==> src/hw/fdc_map.svh <==
//  Purpose: Offsets, field positions, reset values and timing figures of the flash driver register bank
//  Assumes: Included by its bare name by the package and the design module
//  Notes:   Multi-bit field positions are written as msb:lsb and single bits as an index, so that they can be used directly as selects
`ifndef FDC_MAP_SVH
`define FDC_MAP_SVH

// ***********************************
// Bus address and register offsets
// ***********************************
`define FDC_I2C_ADDR 7'h30
`define FDC_OFF_INFO 8'h00
`define FDC_OFF_PINTIM 8'h02
`define FDC_OFF_CURR 8'h03
`define FDC_OFF_MODE 8'h04

// ***********************************
// Reset values
// ***********************************
`define FDC_RST_PINTIM 8'h0F
`define FDC_RST_CURR 8'h73
`define FDC_RST_MODE 8'hA4

// ***********************************
// Field positions
// ***********************************
`define FDC_F_PIN_B 7:6
`define FDC_F_PIN_A 5:4
`define FDC_F_TIMEOUT 3:0
`define FDC_F_FLASH_CUR 7:3
`define FDC_F_TORCH_CUR 2:0
`define FDC_F_PEAK 7:6
`define FDC_B_SENSE 5
`define FDC_B_FALLBACK 4
`define FDC_B_OUT_EN 3
`define FDC_B_SOURCE 2
`define FDC_F_LED_MODE 1:0

// ***********************************
// Timing
// ***********************************
`define FDC_CLK_HZ 40000000
`define FDC_TIMEOUT_STEP_MS 100

`endif

==> src/hw/fdc_pkg.sv <==
//  Purpose: Types shared by the flash driver register bank
//  Assumes: fdc_map.svh holds every number except the enum code values set here
//  Notes:   Code values of the mode fields match the register encodings
package fdc_pkg;
  `include "fdc_map.svh"

  typedef enum logic [1:0] {
    FDC_LED_STANDBY = 2'h0,
    FDC_LED_VOLTAGE = 2'h1,
    FDC_LED_ASSIST = 2'h2,
    FDC_LED_FLASH = 2'h3
  } fdc_led_mode_t;

  typedef enum logic [1:0] {
    FDC_PIN_HIZ = 2'h0,
    FDC_PIN_TORCH_OR_IND = 2'h1,
    FDC_PIN_RF_MASK = 2'h2,
    FDC_PIN_ANALOG = 2'h3
  } fdc_pin_fn_t;

  typedef enum {
    FDC_ST_IDLE, FDC_ST_ADDR, FDC_ST_ACK_ADDR, FDC_ST_SUB, FDC_ST_ACK_SUB,
    FDC_ST_WRITE, FDC_ST_ACK_WRITE, FDC_ST_READ, FDC_ST_ACK_READ
  } fdc_i2c_state_t;

  typedef struct packed {
    fdc_i2c_state_t state;
    logic [3:0] bitcnt;
    logic [7:0] shreg;
    logic [7:0] ptr;
    logic rw;
    logic sda_oe;
    logic wr_stb;
  } fdc_i2c_t;

  typedef struct packed {
    logic flash_on;
    logic assist_on;
    logic torch_on;
    logic boost_5v_on;
    logic indicator_on;
    logic adc_route;
    logic rf_mask_a;
    logic rf_mask_b;
    logic fallback_allow;
    logic [1:0] peak_limit;
    logic [4:0] flash_current;
    logic [2:0] torch_current;
  } fdc_ctrl_t;
endpackage : fdc_pkg

==> src/hw/fdc_regs.sv <==
//  Purpose: I2C-reached control register bank of a single-LED flash driver, with flash triggering and timeout
//  Assumes: One 40 MHz clock; every pin passes two flip-flops before use
//  Notes:   Open-drain SDA is three signals; the enclosing pad logic resolves the wire
`timescale 1ns/1ps
`include "fdc_map.svh"

module fdc_regs
  import fdc_pkg::*;
#(
  // Arbitrary identification value
  parameter logic [7:0] DESIGN_INFO = 8'h5A,
  parameter int unsigned TIMEOUT_STEP_CYCLES =
    32'(64'(`FDC_TIMEOUT_STEP_MS) * 64'(`FDC_CLK_HZ) / 64'd1000)
) (
  // Clock and reset
  input wire logic sys_clk,
  input wire logic rst,
  // Device pins
  input wire logic enable_pin,
  input wire logic trigger_pin,
  input wire logic aux_pin_a,
  input wire logic aux_pin_b,
  // I2C
  input wire logic scl,
  input wire logic sda_in,
  output logic sda_out,
  output logic sda_oe,
  // Power stage control
  output fdc_ctrl_t ctrl,
  output logic timeout_event
);

  // ***********************************
  // Pin synchronisers
  // ***********************************
  logic [4:0] pin_meta;
  logic [4:0] pin_sync;
  logic [4:0] pin_prev;
  logic scl_s, sda_s, en_s, trig_s, aux_a_s, aux_b_s;
  logic scl_q, sda_q, en_q, trig_q;

  always_ff @(posedge sys_clk) begin
    if (rst) begin
      // Enable idles high; its stages reset high so no false rise follows reset
      pin_meta <= 5'h02;
      pin_sync <= 5'h02;
      pin_prev <= 5'h02;
    end else begin
      pin_meta <= {aux_pin_b, aux_pin_a, trigger_pin, enable_pin, scl & sda_in ? 1'b1 : 1'b0};
      pin_sync <= pin_meta;
      pin_prev <= pin_sync;
    end
  end

  // Separate SCL/SDA stages so both lines are seen individually
  logic [1:0] bus_meta;
  logic [1:0] bus_sync;
  logic [1:0] bus_prev;

  always_ff @(posedge sys_clk) begin
    if (rst) begin
      bus_meta <= 2'h3;
      bus_sync <= 2'h3;
      bus_prev <= 2'h3;
    end else begin
      bus_meta <= {scl, sda_in};
      bus_sync <= bus_meta;
      bus_prev <= bus_sync;
    end
  end

  assign scl_s = bus_sync[1];
  assign sda_s = bus_sync[0];
  assign scl_q = bus_prev[1];
  assign sda_q = bus_prev[0];
  assign en_s = pin_sync[1];
  assign en_q = pin_prev[1];
  assign trig_s = pin_sync[2];
  assign trig_q = pin_prev[2];
  assign aux_a_s = pin_sync[3];
  assign aux_b_s = pin_sync[4];

  logic scl_rise, scl_fall, bus_start, bus_stop, en_rise;
  assign scl_rise = scl_s & ~scl_q;
  assign scl_fall = ~scl_s & scl_q;
  assign bus_start = scl_s & scl_q & sda_q & ~sda_s;
  assign bus_stop = scl_s & scl_q & ~sda_q & sda_s;
  assign en_rise = en_s & ~en_q;

  // ***********************************
  // Register storage
  // ***********************************
  logic [7:0] pin_config_and_timer, next_pin_config_and_timer;
  logic [7:0] current_setting, next_current_setting;
  logic [7:0] output_mode, next_output_mode;
  fdc_i2c_t bus, next_bus;

  function automatic logic [7:0] read_reg(input logic [7:0] off, input logic [7:0] r_pin,
                                          input logic [7:0] r_cur, input logic [7:0] r_mode);
    case (off)
      `FDC_OFF_INFO: read_reg = DESIGN_INFO;
      `FDC_OFF_PINTIM: read_reg = r_pin;
      `FDC_OFF_CURR: read_reg = r_cur;
      `FDC_OFF_MODE: read_reg = r_mode;
      default: read_reg = 8'h00;
    endcase
  endfunction : read_reg

  // ***********************************
  // I2C slave
  // ***********************************
  always_comb begin
    next_bus = bus;
    next_bus.wr_stb = 1'b0;
    if (bus_stop) begin
      next_bus.state = FDC_ST_IDLE;
      next_bus.sda_oe = 1'b0;
    end else if (bus_start) begin
      next_bus.state = FDC_ST_ADDR;
      next_bus.bitcnt = 4'h0;
      next_bus.sda_oe = 1'b0;
    end else begin
      case (bus.state)
        FDC_ST_ADDR, FDC_ST_SUB, FDC_ST_WRITE: begin
          if (scl_rise && bus.bitcnt != 4'h8) begin
            // MSB arrives first, so shifting left puts bit 7 on top
            next_bus.shreg = {bus.shreg[6:0], sda_s};
            next_bus.bitcnt = bus.bitcnt + 4'h1;
          end else if (scl_fall && bus.bitcnt == 4'h8) begin
            next_bus.bitcnt = 4'h0;
            next_bus.sda_oe = 1'b1;
            if (bus.state == FDC_ST_ADDR) begin
              if (bus.shreg[7:1] == `FDC_I2C_ADDR) begin
                next_bus.rw = bus.shreg[0];
                next_bus.state = FDC_ST_ACK_ADDR;
              end else begin
                next_bus.sda_oe = 1'b0;
                next_bus.state = FDC_ST_IDLE;
              end
            end else if (bus.state == FDC_ST_SUB) begin
              next_bus.ptr = bus.shreg;
              next_bus.state = FDC_ST_ACK_SUB;
            end else begin
              next_bus.wr_stb = 1'b1;
              next_bus.state = FDC_ST_ACK_WRITE;
            end
          end
        end
        FDC_ST_ACK_ADDR, FDC_ST_ACK_SUB, FDC_ST_ACK_WRITE: begin
          if (scl_fall) begin
            next_bus.sda_oe = 1'b0;
            next_bus.bitcnt = 4'h0;
            if (bus.state == FDC_ST_ACK_ADDR && bus.rw) begin
              next_bus.shreg = read_reg(bus.ptr, pin_config_and_timer, current_setting, output_mode);
              next_bus.sda_oe = ~next_bus.shreg[7];
              next_bus.state = FDC_ST_READ;
            end else if (bus.state == FDC_ST_ACK_ADDR) begin
              next_bus.state = FDC_ST_SUB;
            end else begin
              // Auto-increment lets a burst fill consecutive registers
              if (bus.state == FDC_ST_ACK_WRITE) begin
                next_bus.ptr = bus.ptr + 8'h01;
              end
              next_bus.state = FDC_ST_WRITE;
            end
          end
        end
        FDC_ST_READ: begin
          if (scl_fall) begin
            next_bus.bitcnt = bus.bitcnt + 4'h1;
            if (bus.bitcnt == 4'h7) begin
              next_bus.sda_oe = 1'b0;
              next_bus.state = FDC_ST_ACK_READ;
            end else begin
              next_bus.shreg = {bus.shreg[6:0], 1'b0};
              next_bus.sda_oe = ~bus.shreg[6];
            end
          end
        end
        FDC_ST_ACK_READ: begin
          if (scl_rise) begin
            if (sda_s) begin
              next_bus.state = FDC_ST_IDLE;
            end else begin
              next_bus.ptr = bus.ptr + 8'h01;
            end
          end else if (scl_fall) begin
            next_bus.bitcnt = 4'h0;
            next_bus.shreg = read_reg(bus.ptr, pin_config_and_timer, current_setting, output_mode);
            next_bus.sda_oe = ~next_bus.shreg[7];
            next_bus.state = FDC_ST_READ;
          end
        end
        default: begin
          next_bus.sda_oe = 1'b0;
        end
      endcase
    end
  end

  always_ff @(posedge sys_clk) begin
    if (rst) begin
      bus <= '{state: FDC_ST_IDLE, bitcnt: 4'h0, shreg: 8'h00, ptr: 8'h00, rw: 1'b0, sda_oe: 1'b0,
               wr_stb: 1'b0};
    end else begin
      bus <= next_bus;
    end
  end

  assign sda_out = 1'b0;
  assign sda_oe = bus.sda_oe;

  // ***********************************
  // Flash trigger and timeout
  // ***********************************
  logic edge_armed, next_edge_armed;
  logic [31:0] timer, next_timer;
  logic flash_want, flash_active, expire;
  logic [31:0] limit;
  logic flash_mode;

  assign flash_mode = output_mode[`FDC_B_OUT_EN] && output_mode[`FDC_F_LED_MODE] == FDC_LED_FLASH;
  // Level sensing follows the pin; edge sensing latches a rising edge until timeout
  always_comb begin
    if (!output_mode[`FDC_B_SOURCE]) begin
      flash_want = flash_mode;
    end else if (output_mode[`FDC_B_SENSE]) begin
      flash_want = flash_mode & trig_s;
    end else begin
      flash_want = flash_mode & edge_armed;
    end
  end

  assign limit = (32'(pin_config_and_timer[`FDC_F_TIMEOUT]) + 32'h1) * TIMEOUT_STEP_CYCLES;
  assign flash_active = flash_want;
  assign expire = flash_active && timer == limit - 32'h1;

  always_comb begin
    next_timer = flash_active && !expire ? timer + 32'h1 : 32'h0;
    next_edge_armed = edge_armed;
    // A rise seen outside hardware edge mode must not arm a later flash
    if (!flash_mode || expire || output_mode[`FDC_B_SENSE] || !output_mode[`FDC_B_SOURCE]) begin
      next_edge_armed = 1'b0;
    end else if (trig_s && !trig_q) begin
      next_edge_armed = 1'b1;
    end
  end

  // ***********************************
  // Register writes
  // ***********************************
  always_comb begin
    next_pin_config_and_timer = pin_config_and_timer;
    next_current_setting = current_setting;
    next_output_mode = output_mode;
    if (en_rise) begin
      next_pin_config_and_timer = `FDC_RST_PINTIM;
      next_current_setting = `FDC_RST_CURR;
      next_output_mode = `FDC_RST_MODE;
    end else begin
      if (bus.wr_stb) begin
        // Offset 0x00 and unmapped offsets fall through untouched
        case (bus.ptr)
          `FDC_OFF_PINTIM: next_pin_config_and_timer = bus.shreg;
          `FDC_OFF_CURR: next_current_setting = bus.shreg;
          `FDC_OFF_MODE: next_output_mode = bus.shreg;
          default: next_output_mode = output_mode;
        endcase
      end
      // Timeout shuts the output so a stuck trigger cannot hold the LED on
      if (expire) begin
        next_output_mode[`FDC_B_OUT_EN] = 1'b0;
      end
    end
  end

  fdc_ctrl_t next_ctrl;
  fdc_pin_fn_t fn_a, fn_b;
  assign fn_a = fdc_pin_fn_t'(pin_config_and_timer[`FDC_F_PIN_A]);
  assign fn_b = fdc_pin_fn_t'(pin_config_and_timer[`FDC_F_PIN_B]);

  always_comb begin
    next_ctrl.flash_on = flash_active; // Held through the expiring cycle for a full timeout
    next_ctrl.assist_on = output_mode[`FDC_B_OUT_EN] && output_mode[`FDC_F_LED_MODE] == FDC_LED_ASSIST;
    next_ctrl.boost_5v_on = output_mode[`FDC_B_OUT_EN] && output_mode[`FDC_F_LED_MODE] == FDC_LED_VOLTAGE;
    next_ctrl.torch_on = fn_a == FDC_PIN_TORCH_OR_IND && aux_a_s;
    next_ctrl.rf_mask_a = fn_a == FDC_PIN_RF_MASK && aux_a_s;
    next_ctrl.indicator_on = fn_b == FDC_PIN_TORCH_OR_IND;
    next_ctrl.rf_mask_b = fn_b == FDC_PIN_RF_MASK && aux_b_s;
    next_ctrl.adc_route = fn_b == FDC_PIN_ANALOG;
    next_ctrl.fallback_allow = output_mode[`FDC_B_FALLBACK];
    next_ctrl.peak_limit = output_mode[`FDC_F_PEAK];
    next_ctrl.flash_current = current_setting[`FDC_F_FLASH_CUR];
    next_ctrl.torch_current = current_setting[`FDC_F_TORCH_CUR];
  end

  always_ff @(posedge sys_clk) begin
    if (rst) begin
      pin_config_and_timer <= `FDC_RST_PINTIM;
      current_setting <= `FDC_RST_CURR;
      output_mode <= `FDC_RST_MODE;
      timer <= 32'h0;
      edge_armed <= 1'b0;
      ctrl <= '0;
      timeout_event <= 1'b0;
    end else begin
      pin_config_and_timer <= next_pin_config_and_timer;
      current_setting <= next_current_setting;
      output_mode <= next_output_mode;
      timer <= next_timer;
      edge_armed <= next_edge_armed;
      ctrl <= next_ctrl;
      timeout_event <= expire;
    end
  end

endmodule : fdc_regs

==> config.mk <==
export PLATFORM = sky130hd
export DESIGN_NAME = fdc_regs
export DESIGN_NICKNAME = d
export VERILOG_FILES = /design/src/hw/fdc_pkg.sv /design/src/hw/fdc_regs.sv
export VERILOG_INCLUDE_DIRS = /design/src /design/src/hw
export SDC_FILE = /design/constraint.sdc
export NUM_CORES = 1
export LEC_CHECK = 0
export BUFFER_PORTS_ARGS = -buffer_cell sky130_fd_sc_hd__buf_2
export CAP_MARGIN = 10
export CORE_UTILIZATION = 25
export DETAILED_ROUTE_END_ITERATION = 10
export GPL_TIMING_DRIVEN = 0
export PLACE_DENSITY = 0.48
export SLEW_MARGIN = 20
export SYNTH_ARGS = -nofsm -noshare
export SYNTH_HDL_FRONTEND = slang
export SYNTH_SLANG_ARGS = --single-unit
==> constraint.sdc <==
create_clock -name sys_clk -period 7.1 [get_ports sys_clk]
set_input_delay 0.355 -clock sys_clk [delete_from_list [all_inputs] [get_ports sys_clk]]
set_output_delay 0.355 -clock sys_clk [all_outputs]
set_load 0.01 [all_outputs]
; Yosys cells after proc, flatten, opt, wreduce, memory -nomap -nowiden
; Index checks and enable logic that the tools add are counted.
[totals]
in_bits = 8
latch_bits = 0
mem_bits_rw = 0
mem_bits_ro = 0
word_cells = 219
output_inout_bits = 22
memories = 0
reg_bits = 151
[op_classes]
n_div = 0
shift = 0
n_bitwise = 25
muxes = 56
add_sub_neg = 5
reduce_logical = 42
magnitude_cmp = 0
eq_ne = 57
n_mul = 1
[op_table]
columns = operator, count
row1 = $eq A32 B3 Y1 const B, 6
row2 = $pmux W44 S4, 1
row3 = $mux W32, 5
row4 = $mux W8, 20
row5 = $eq A32 B2 Y1 const B, 3
row6 = $mux W44, 2
row7 = $eq A32 B4 Y1 const B, 2
row8 = $mux W52, 1
row9 = $mux W36, 1
row10 = $ne A2 B2 Y1 const B, 17
row11 = $add A32 B1 Y32 const B, 1
row12 = $eq A32 B1 Y1 const B, 1
row13 = $eq A32 B32 Y1, 1
row14 = $pmux W8 S4, 1
row15 = $sub A27 B1 Y28 const B, 1
row16 = $ne A3 B3 Y1 const B, 9
row17 = $pmux W8 S3, 1
row18 = $mux W11, 2
row19 = $mul A5 B14 Y19 const B, 1
row20 = $eq A8 B2 Y1 const B, 2
row21 = $ne A4 B4 Y1 const B, 4
row22 = $reduce_and A8 Y1, 2
row23 = $not A1 Y1, 14
row24 = $reduce_and A7 Y1, 2
row25 = other kinds (31), 86

; Logic depth before layout (Yosys ltp)
; Gate-level depths: netlist (run 1).
[logic_depth]
ltp_word = 11
ltp_mapped = 19
ltp_nobuf = 17

; Least setup slack after synthesis (run 1)
; Ideal clock, no wire load.
[synth_path]
path_type = register to register
startpoint = reg pin_config_and_timer[0]
endpoint = reg timer[18]
period_less_slack_ns = 5.023
slack_ns = 2.077
t_required_ns = 6.968
stages_incl_launch_ff = 17
setup_ns = 0.132
arrival_time_ns = 4.891
path_cell_list = dfxtp_1 -> buf_2 -> nand3_1 -> xnor2_1 -> ha_1 -> fa_1 -> fa_1 -> ha_1 -> a21oi_1 -> nand2_1 -> a221o_1 -> xor2_1 -> or4b_4 -> a2111oi_4 -> and3_1 -> buf_2 -> nor3_1
[synth_via]
elab_chain_len = 9
[synth_rtl]
columns = item, line
row1 = start: declaration, fdc_regs.sv:93  ; logic [7:0] pin_config_and_timer, next_pin_config_and_timer;
row2 = start signal: assignment, fdc_regs.sv:299  ; pin_config_and_timer <= `FDC_RST_PINTIM;
row3 = start signal: assignment, fdc_regs.sv:307  ; pin_config_and_timer <= next_pin_config_and_timer;
row4 = $add A4 B1 Y5, fdc_regs.sv:234  ; assign limit = (32'(pin_config_and_timer[`FDC_F_TIMEOUT]) + 32'h1) * TIMEOUT_STEP_CYCLES;
row5 = $mul A5 B14 Y19, fdc_regs.sv:234
row6 = $sub A27 B1 Y28, fdc_regs.sv:236  ; assign expire = flash_active && timer == limit - 32'h1;
row7 = $eq A32 B32 Y1, fdc_regs.sv:236
row8 = $logic_and A1 B1 Y1, fdc_regs.sv:236
row9 = $logic_not A1 Y1, fdc_regs.sv:239  ; next_timer = flash_active && !expire ? timer + 32'h1 : 32'h0;
row10 = $logic_and A1 B1 Y1, fdc_regs.sv:239
row11 = $not A1 Y1 (no source line), --
row12 = $reduce_or A2 Y1 (no source line), --
row13 = end signal: assignment, fdc_regs.sv:310  ; timer <= next_timer;
row14 = end: declaration, fdc_regs.sv:217  ; logic [31:0] timer, next_timer;
; No other way between the ends.
; A chain may end at the register's enable or synchronous reset.

; Worst setup path after layout (run 1)
[layout_path]
startpoint = reg pin_config_and_timer[0]
endpoint = reg timer[5]
; The elaborated chain is that of the path after synthesis.

==> key figures, run 1 <==
Status
  • Status: finished, final reports clean

Pwr
  • Sw Pwr: roughly 0.61 mW
  • Worst VDD drop: approximately 0.16 mV
  • Power share of the combinational group: 16.0%
  • Pleak: between 3 and 4 nW
  • Switch share: a little under a third
  • Flop pwr share: 38.6%
  • Clk pwr share: a little under half
  • Pint: around 1.3 mW
  • PD cells: approximately 230 nW/um2

Placed design
  • Buffers on Ports: 28
  • RD Place Congestion: 0.811
  • Detailed placement HPWL: 14000 um

Floorplanning
  • Core area: around 28000 um2
  • Rows: 61
  • Io pins: 30
  • Die height: 171 um
  • Die area: about 29000 um2
  • Initial Util: 25.6%
  • Die Width: between 150 and 200 um

Global route
  • Total gr overflow: 0
  • Vias in the first global route: a little over 6000
  • First-pass GRT wire length: 31800 um
  • Overall routing resource usage: 13.8%
  • Initial antenna violation count: 0
  • Largest net degree at the start of global routing: 17

Clock network
  • # hold bufs at CTS: 0
  • Postcts setup bufs: 0
  • H-tree Lvls: 4
  • Clk_lat worst skew: about 430 ps
  • Cts repair resizes: 0
  • Clk slew on worst S/H paths: approximately 70 ps
  • CTS Sinks: 120
  • CTS root buf: clkbuf_16
  • CTS tree: built
  • CTS buffer count: 17
  • Worst-case clock buffer depth: 2

Routing
  • Post-Route WL: roughly 19000 um
  • 1st-iter DRT viols: ~400
  • Vias/cell: 4.84
  • Pre-Repair DR Iteration Count: 5
  • DR vias: 6299
  • Drt wl/cell: around 15 um
  • # DRC: 0
  • Antenna-violating nets left: 0

Timing
  • Fin. Hold Viols: 0
  • Fin crit period: approximately 6000 ps
  • Min Hold Slack: between 100 and 150 ps
  • RSZ-0062 raised after global routing: no
  • Worst-Margin Slew: 799 ps
  • Max Clk Rate: 165 MHz
  • Final Max Tran Viols: 0
  • Final-report setup violation count: 0
  • Period utilization: 85.4%
  • TNS Setup: 0 ps
  • Setup skew after layout: 14.5 ps
  • Slew headroom: 46.3%

Synthesis
  • Syn Area/Cell: about 8.3 um2
  • Top cells by area, synth: dfxtp_1, ha_1, nand2_1, xnor2_1, xor2_1
  • Number of flops mapped to enable cells by yosys: 0
  • Synth top cells by count: dfxtp_1, nand2_1, nor2_1, a21oi_1, nor3_1
  • Synth area leader: dfxtp_1
  • FF+latch count, synth: 120
  • Register area share after synthesis: between 30% and 40%
  • Top_reg_cell synth: dfxtp_1
  • Number of distinct library cells after synthesis: 76
  • Mapped Cells: between 800 and 900
  • Syn_nets: roughly 920
  • Cell with the most instances after synthesis: dfxtp_1
  • Yosys Warn Count: 0
  • Post-synth ARST share: 0%
  • Synth Cell Area: between 7000 and 8000 um2
  • Post-synth top area share: 33.6%

Setup path
  • CP Max Fanout: 10
  • CP arrival: roughly 6400 ps
  • CP startpoint kind: flop
  • Worst Setup Path Type: reg2reg
  • CP endpoint kind: flop
  • WP data required: ~7400 ps

Cells and area
  • Synth-to-layout area growth: 16.8%
  • Share of cells above drive strength 1: approximately 11%
  • Diodes inserted: 0
  • Final Util: between 20% and 30%
  • Layout fillers: just over 3000
  • Net count, final: a little under 1000

Job
  • Max-cap viol count: 0

Worst hold path
  • HP Class: in2reg
power groups by stage:
| stage | Sequential, mW | Clock (mW) | Combinational (mW) |
|---|---|---|---|
| floorplan | 0.741 | 0 | 0.234 |
| global placement | 0.759 | 0 | 0.308 |
| detailed placement | 0.760 | 0 | 0.306 |
| CTS | 0.745 | 0.899 | 0.307 |
| global route | 0.751 | 0.930 | 0.348 |
| finish | 0.746 | 0.877 | 0.309 |
worst max-delay path: stages, from the launching register on:
cell and delay (ps):
dfxtp_1 470, buf_2 320, nand3_1 120, xnor2_1 650, ha_1 380, fa_1 530
fa_1 420, ha_1 250, a211oi_1 230, o31ai_1 120, a21oi_1 450, nor4b_1 120
or3b_2 500, nor4_1 410, mux2i_1 380, and3_1 240, buf_2 250, nor3_1 80
stage by stage:
| step | power (mW) | setup slack (ps) | area (um2) | cells |
|---|---|---|---|---|
| after floorplan | 0.975 | 2080 | 7150 | 863 |
| after global placement | 1.07 | 1050 | 7770 | 1269 |
| after detailed placement | 1.07 | 968 | 7770 | 1269 |
| after CTS | 1.95 | 958 | 8350 | 1301 |
| after global routing | 2.03 | 533 | 8350 | 1301 |
| final | 1.93 | 1040 | 8350 | 1301 |
sequential cells by signal, summed over array words and instances, names as in the netlist:
signal and count:
timeout_event 1, ctrl 19, bus 26, bus_prev 2
pin_config_and_timer 8, output_mode 8, bus_meta 2, pin_prev 2
pin_sync 4, bus_sync 2, sda_oe 1, pin_meta 4
timer 32, edge_armed 1, current_setting 8
cells in the final DEF, fill, tap and decap left out, types with 17 or more instances in the layout:
master     synthesis  final
clkbuf_1          29     29
inv_1             34     34
ha_1              39     39
xnor2_1           36     36
nand2_1           87     87
nand3_1           44     44
o21ai_0           25     25
dfxtp_1          120    120
xor2_1            33     33
clkbuf_16          0     17
nor3_1            48     48
a21oi_1           56     56
nor2b_1           29     29
nor2_1            68     68
buf_2              7     35
metal layers:
metal  part of all wire [%]  routed length (um)  global-route usage, %
met1                     49                9360                   18.3
met5                      0                   0                      0
met2                     47                9040                   22.6
met3                    2.8                 531                   2.50
met4                    1.1                 215                   4.35
kinds of logic after synthesis:
group	after synthesis	share of synthesized area, %
xor+xnor	73	9.64
simple gates	374	26.9
mux	9	1.45
other cells	1	0.0524
fa+ha+maj	45	8.50
compound gates	162	15.2
buf+inv	79	4.63
flops	120	33.6
final cells by class:
class	count	area [um2]	area share (%)
well taps	378	473	5.66
multi-input cells	664	4420	52.9
flip-flops and latches	120	2400	28.8
clock buffers	18	439	5.26
plain buffers	44	200	2.40
clock inverters	14	148	1.77
repair buffers	28	140	1.68
inverters	35	131	1.57
worst paths after layout:
check                           cells past startpoint                                 start                      to  slack [ps]
worst min register to register                      1                bus_meta[0]$_SDFF_PP1_  bus_sync[0]$_SDFF_PP1_         410
worst max-delay path                               17  pin_config_and_timer[0]$_SDFFE_PP1P_     timer[5]$_SDFF_PP0_        1040
worst min-delay path                                2                                   scl  bus_meta[1]$_SDFF_PP1_         110
worst max register to register                     17  pin_config_and_timer[0]$_SDFFE_PP1P_     timer[5]$_SDFF_PP0_        1040
Power figures use the tool's default switching activity.
==> run 2, diff against run 1 <==
--- a/config.mk
+++ b/config.mk
@@ -11,6 +11,7 @@
 export CORE_UTILIZATION = 25
 export DETAILED_ROUTE_END_ITERATION = 10
 export GPL_TIMING_DRIVEN = 0
+export MAX_ROUTING_LAYER = met4
 export PLACE_DENSITY = 0.48
 export SLEW_MARGIN = 20
 export SYNTH_ARGS = -nofsm -noshare
==> run 2 against run 1 <==
Compared with the run above: design area is the same; via count down 0.16%; final cell count is the same; clock power is essentially flat; non-clock buffer count stayed put; sequential share of layout area is the same; die area is the same; count of clock-buffer cells in the layout stayed put; critical path type unchanged; global-route usage grew 0.41 points; utilization stayed put; sequential cell count did not move; hold slack improved by 3.1 ps; highest routed layer unchanged.
==> key figures, run 2 (same netlist as run 1, synthesis figures left out) <==
Status
  • Status: finished, final reports clean (unchanged)

Timing
  • Period utilization: 85.3% (was 85.4%)
  • TNS Setup: 0 ps (unchanged)
  • Fin crit period: 6050 ps (was 6060 ps)
  • Setup skew after layout: 17.3 ps (was 14.5 ps)
  • Worst-Margin Slew: 774 ps (was 799 ps)
  • Max Clk Rate: 165 MHz (about the same)
  • Final-report setup violation count: 0 (unchanged)
  • Final Max Tran Viols: 0 (unchanged)
  • RSZ-0062 raised after global routing: no (unchanged)
  • Fin. Hold Viols: 0 (unchanged)
  • Slew headroom: 47.1% (was 46.3%)

Worst hold path
  • HP Class: in2reg (unchanged)

Floorplanning
  • Die area: 29300 um2 (unchanged)
  • Die height: 171 um (unchanged)
  • Io pins: 30 (unchanged)
  • Die Width: 171 um (unchanged)
  • Core area: 27900 um2 (unchanged)
  • Rows: 61 (unchanged)
  • Initial Util: 25.6% (unchanged)

Placed design
  • Buffers on Ports: 28 (unchanged)
  • Detailed placement HPWL: 14000 um (unchanged)
  • Placed cell count: 1269 (unchanged)
  • RD Place Congestion: 0.823 (was 0.811)

Cells and area
  • Net count, final: 963 (unchanged)
  • Commonest non-fill, non-tap cell in the layout: dfxtp_1 (unchanged)
  • Largest register FFs: 32 (unchanged)
  • Most frequent cells in the layout: dfxtp_1, nand2_1, nor2_1, a21oi_1, nor3_1 (unchanged)
  • Registers with the most flip-flops: timer: 32 flops, bus: 26 flops, ctrl: 19 flops (unchanged)
  • Synth-to-layout area growth: 16.8% (unchanged)
  • Reg with most FFs: timer (unchanged)
  • Share of cells above drive strength 1: 10.8% (unchanged)
  • Layout fillers: 3070 (unchanged)
  • Layout Cells excl Fill: 1301 (unchanged)
  • Diodes inserted: 0 (unchanged)

Clock network
  • CTS buffer count: 17 (unchanged)
  • Worst-case clock buffer depth: 2 (unchanged)
  • Postcts setup bufs: 0 (unchanged)
  • # hold bufs at CTS: 0 (unchanged)
  • H-tree Lvls: 4 (unchanged)
  • Clk_lat worst skew: 430 ps (about the same)
  • Cts repair resizes: 0 (unchanged)
  • CTS tree: built (unchanged)
  • CTS Sinks: 120 (unchanged)
  • Clk slew on worst S/H paths: 70 ps (about the same)
  • CTS root buf: clkbuf_16 (unchanged)

Global route
  • Met3 GRT Util: 2.64% (was 2.50%)
  • First-pass GRT wire length: 31800 um (about the same)
  • Vias in the first global route: 6039 (was 6033)
  • Grt peak-use layer: met2 (unchanged)
  • Initial antenna violation count: 0 (unchanged)
  • Met1 Resource Use GR: 18.3% (about the same)
  • Largest net degree at the start of global routing: 17 (unchanged)
  • Total gr overflow: 0 (unchanged)
  • Met2 usage: 22.7% (was 22.6%)
  • Overall routing resource usage: 14.2% (was 13.8%)

Pwr
  • Worst VDD drop: 0.156 mV (was 0.157 mV)
  • Sw Pwr: 0.608 mW (was 0.611 mW)
  • Switch share: 31.5% (was 31.7%)
  • Clk pwr share: 45.4% (about the same)
  • Pint: 1.32 mW (about the same)
  • Flop pwr share: 38.7% (was 38.6%)
  • Power share of the combinational group: 15.9% (was 16.0%)
  • PD cells: 231 nW/um2 (about the same)
  • Pleak: 3.16 nW (unchanged)

Routing
  • Drt wl/cell: 14.7 um (about the same)
  • # DRC: 0 (unchanged)
  • DR vias: 6289 (was 6299)
  • Vias/cell: 4.83 (was 4.84)
  • Pre-Repair DR Iteration Count: 5 (unchanged)
  • Antenna-violating nets left: 0 (unchanged)
  • 1st-iter DRT viols: 403 (was 410)
  • Post-Route WL: 19100 um (about the same)

Setup path
  • Worst Setup Path Type: reg2reg (unchanged)
  • CP Max Fanout: 10 (unchanged)
  • WP data required: 7390 ps (about the same)
  • CP arrival: 6340 ps (was 6350 ps)
  • CP endpoint kind: flop (unchanged)
  • CP startpoint kind: flop (unchanged)

Job
  • Max-cap viol count: 0 (unchanged)
## run 2: power by group through the flow
stage          registers, mW  clock network [mW]  logic [mW]
5_1_grt                0.751               0.930       0.348
3_3_place_gp           0.759                   0       0.308
6_report               0.746               0.875       0.307
3_5_place_dp           0.760                   0       0.306
4_1_cts                0.745               0.899       0.307
2_1_floorplan          0.741                   0       0.234
## run 2: per-stage QoR
stage / power, mW / hold WS [ps] / utilization [%] / worst slack, ps / instance area [um2]
after floorplan: 0.975 / 389 / - / 2080 / 7150
after global placement: 1.07 / 392 / 27.8 / 1050 / 7770
after detailed placement: 1.07 / 395 / 27.8 / 968 / 7770
after CTS: 1.95 / 87.8 / 29.9 / 958 / 8350
after global routing: 2.03 / 86.0 / 29.9 / 535 / 8350
final: 1.93 / 111 / 29.9 / 1050 / 8350
## run 2: cell type report
type                    count  area [um2]  area share (%)
clock buffers              18         439            5.26
repair buffers             28         140            1.68
inverters                  35         131            1.57
well taps                 378         473            5.66
clock inverters            14         148            1.77
flip-flops and latches    120        2400            28.8
plain buffers              44         200            2.40
multi-input cells         664        4420            52.9
## run 2: routing by layer
| layer | vias up | wire length (um) |
|---|---|---|
| met2 | 135 | 8960 |
| met1 | 2992 | 9350 |
| met5 | - | 0 |
| li1 | 3144 | - |
| met3 | 18 | 612 |
| met4 | 0 | 188 |
## run 2: path summary, 6_finish.rpt
path | slack, ps | from | to | depth (start not counted)
max | 1050 | pin_config_and_timer[0]$_SDFFE_PP1P_ | timer[20]$_SDFF_PP0_ | 17
min | 110 | scl | bus_meta[1]$_SDFF_PP1_ | 2
max reg2reg | 1050 | pin_config_and_timer[0]$_SDFFE_PP1P_ | timer[20]$_SDFF_PP0_ | 17
min reg2reg | 410 | bus_meta[0]$_SDFF_PP1_ | bus_sync[0]$_SDFF_PP1_ | 1
## run 2: critical path, cell delays in order (launching register included)
cell and delay [ps]:
dfxtp_1 470, buf_2 310, nand3_1 120, xnor2_1 650, ha_1 380, fa_1 530, fa_1 420, ha_1 250
a211oi_1 230, o31ai_1 120, a21oi_1 450, nor4b_1 120, or3b_2 500, nor4_1 410, mux2i_1 380, and3_1 240
buf_2 240, nor3_1 90
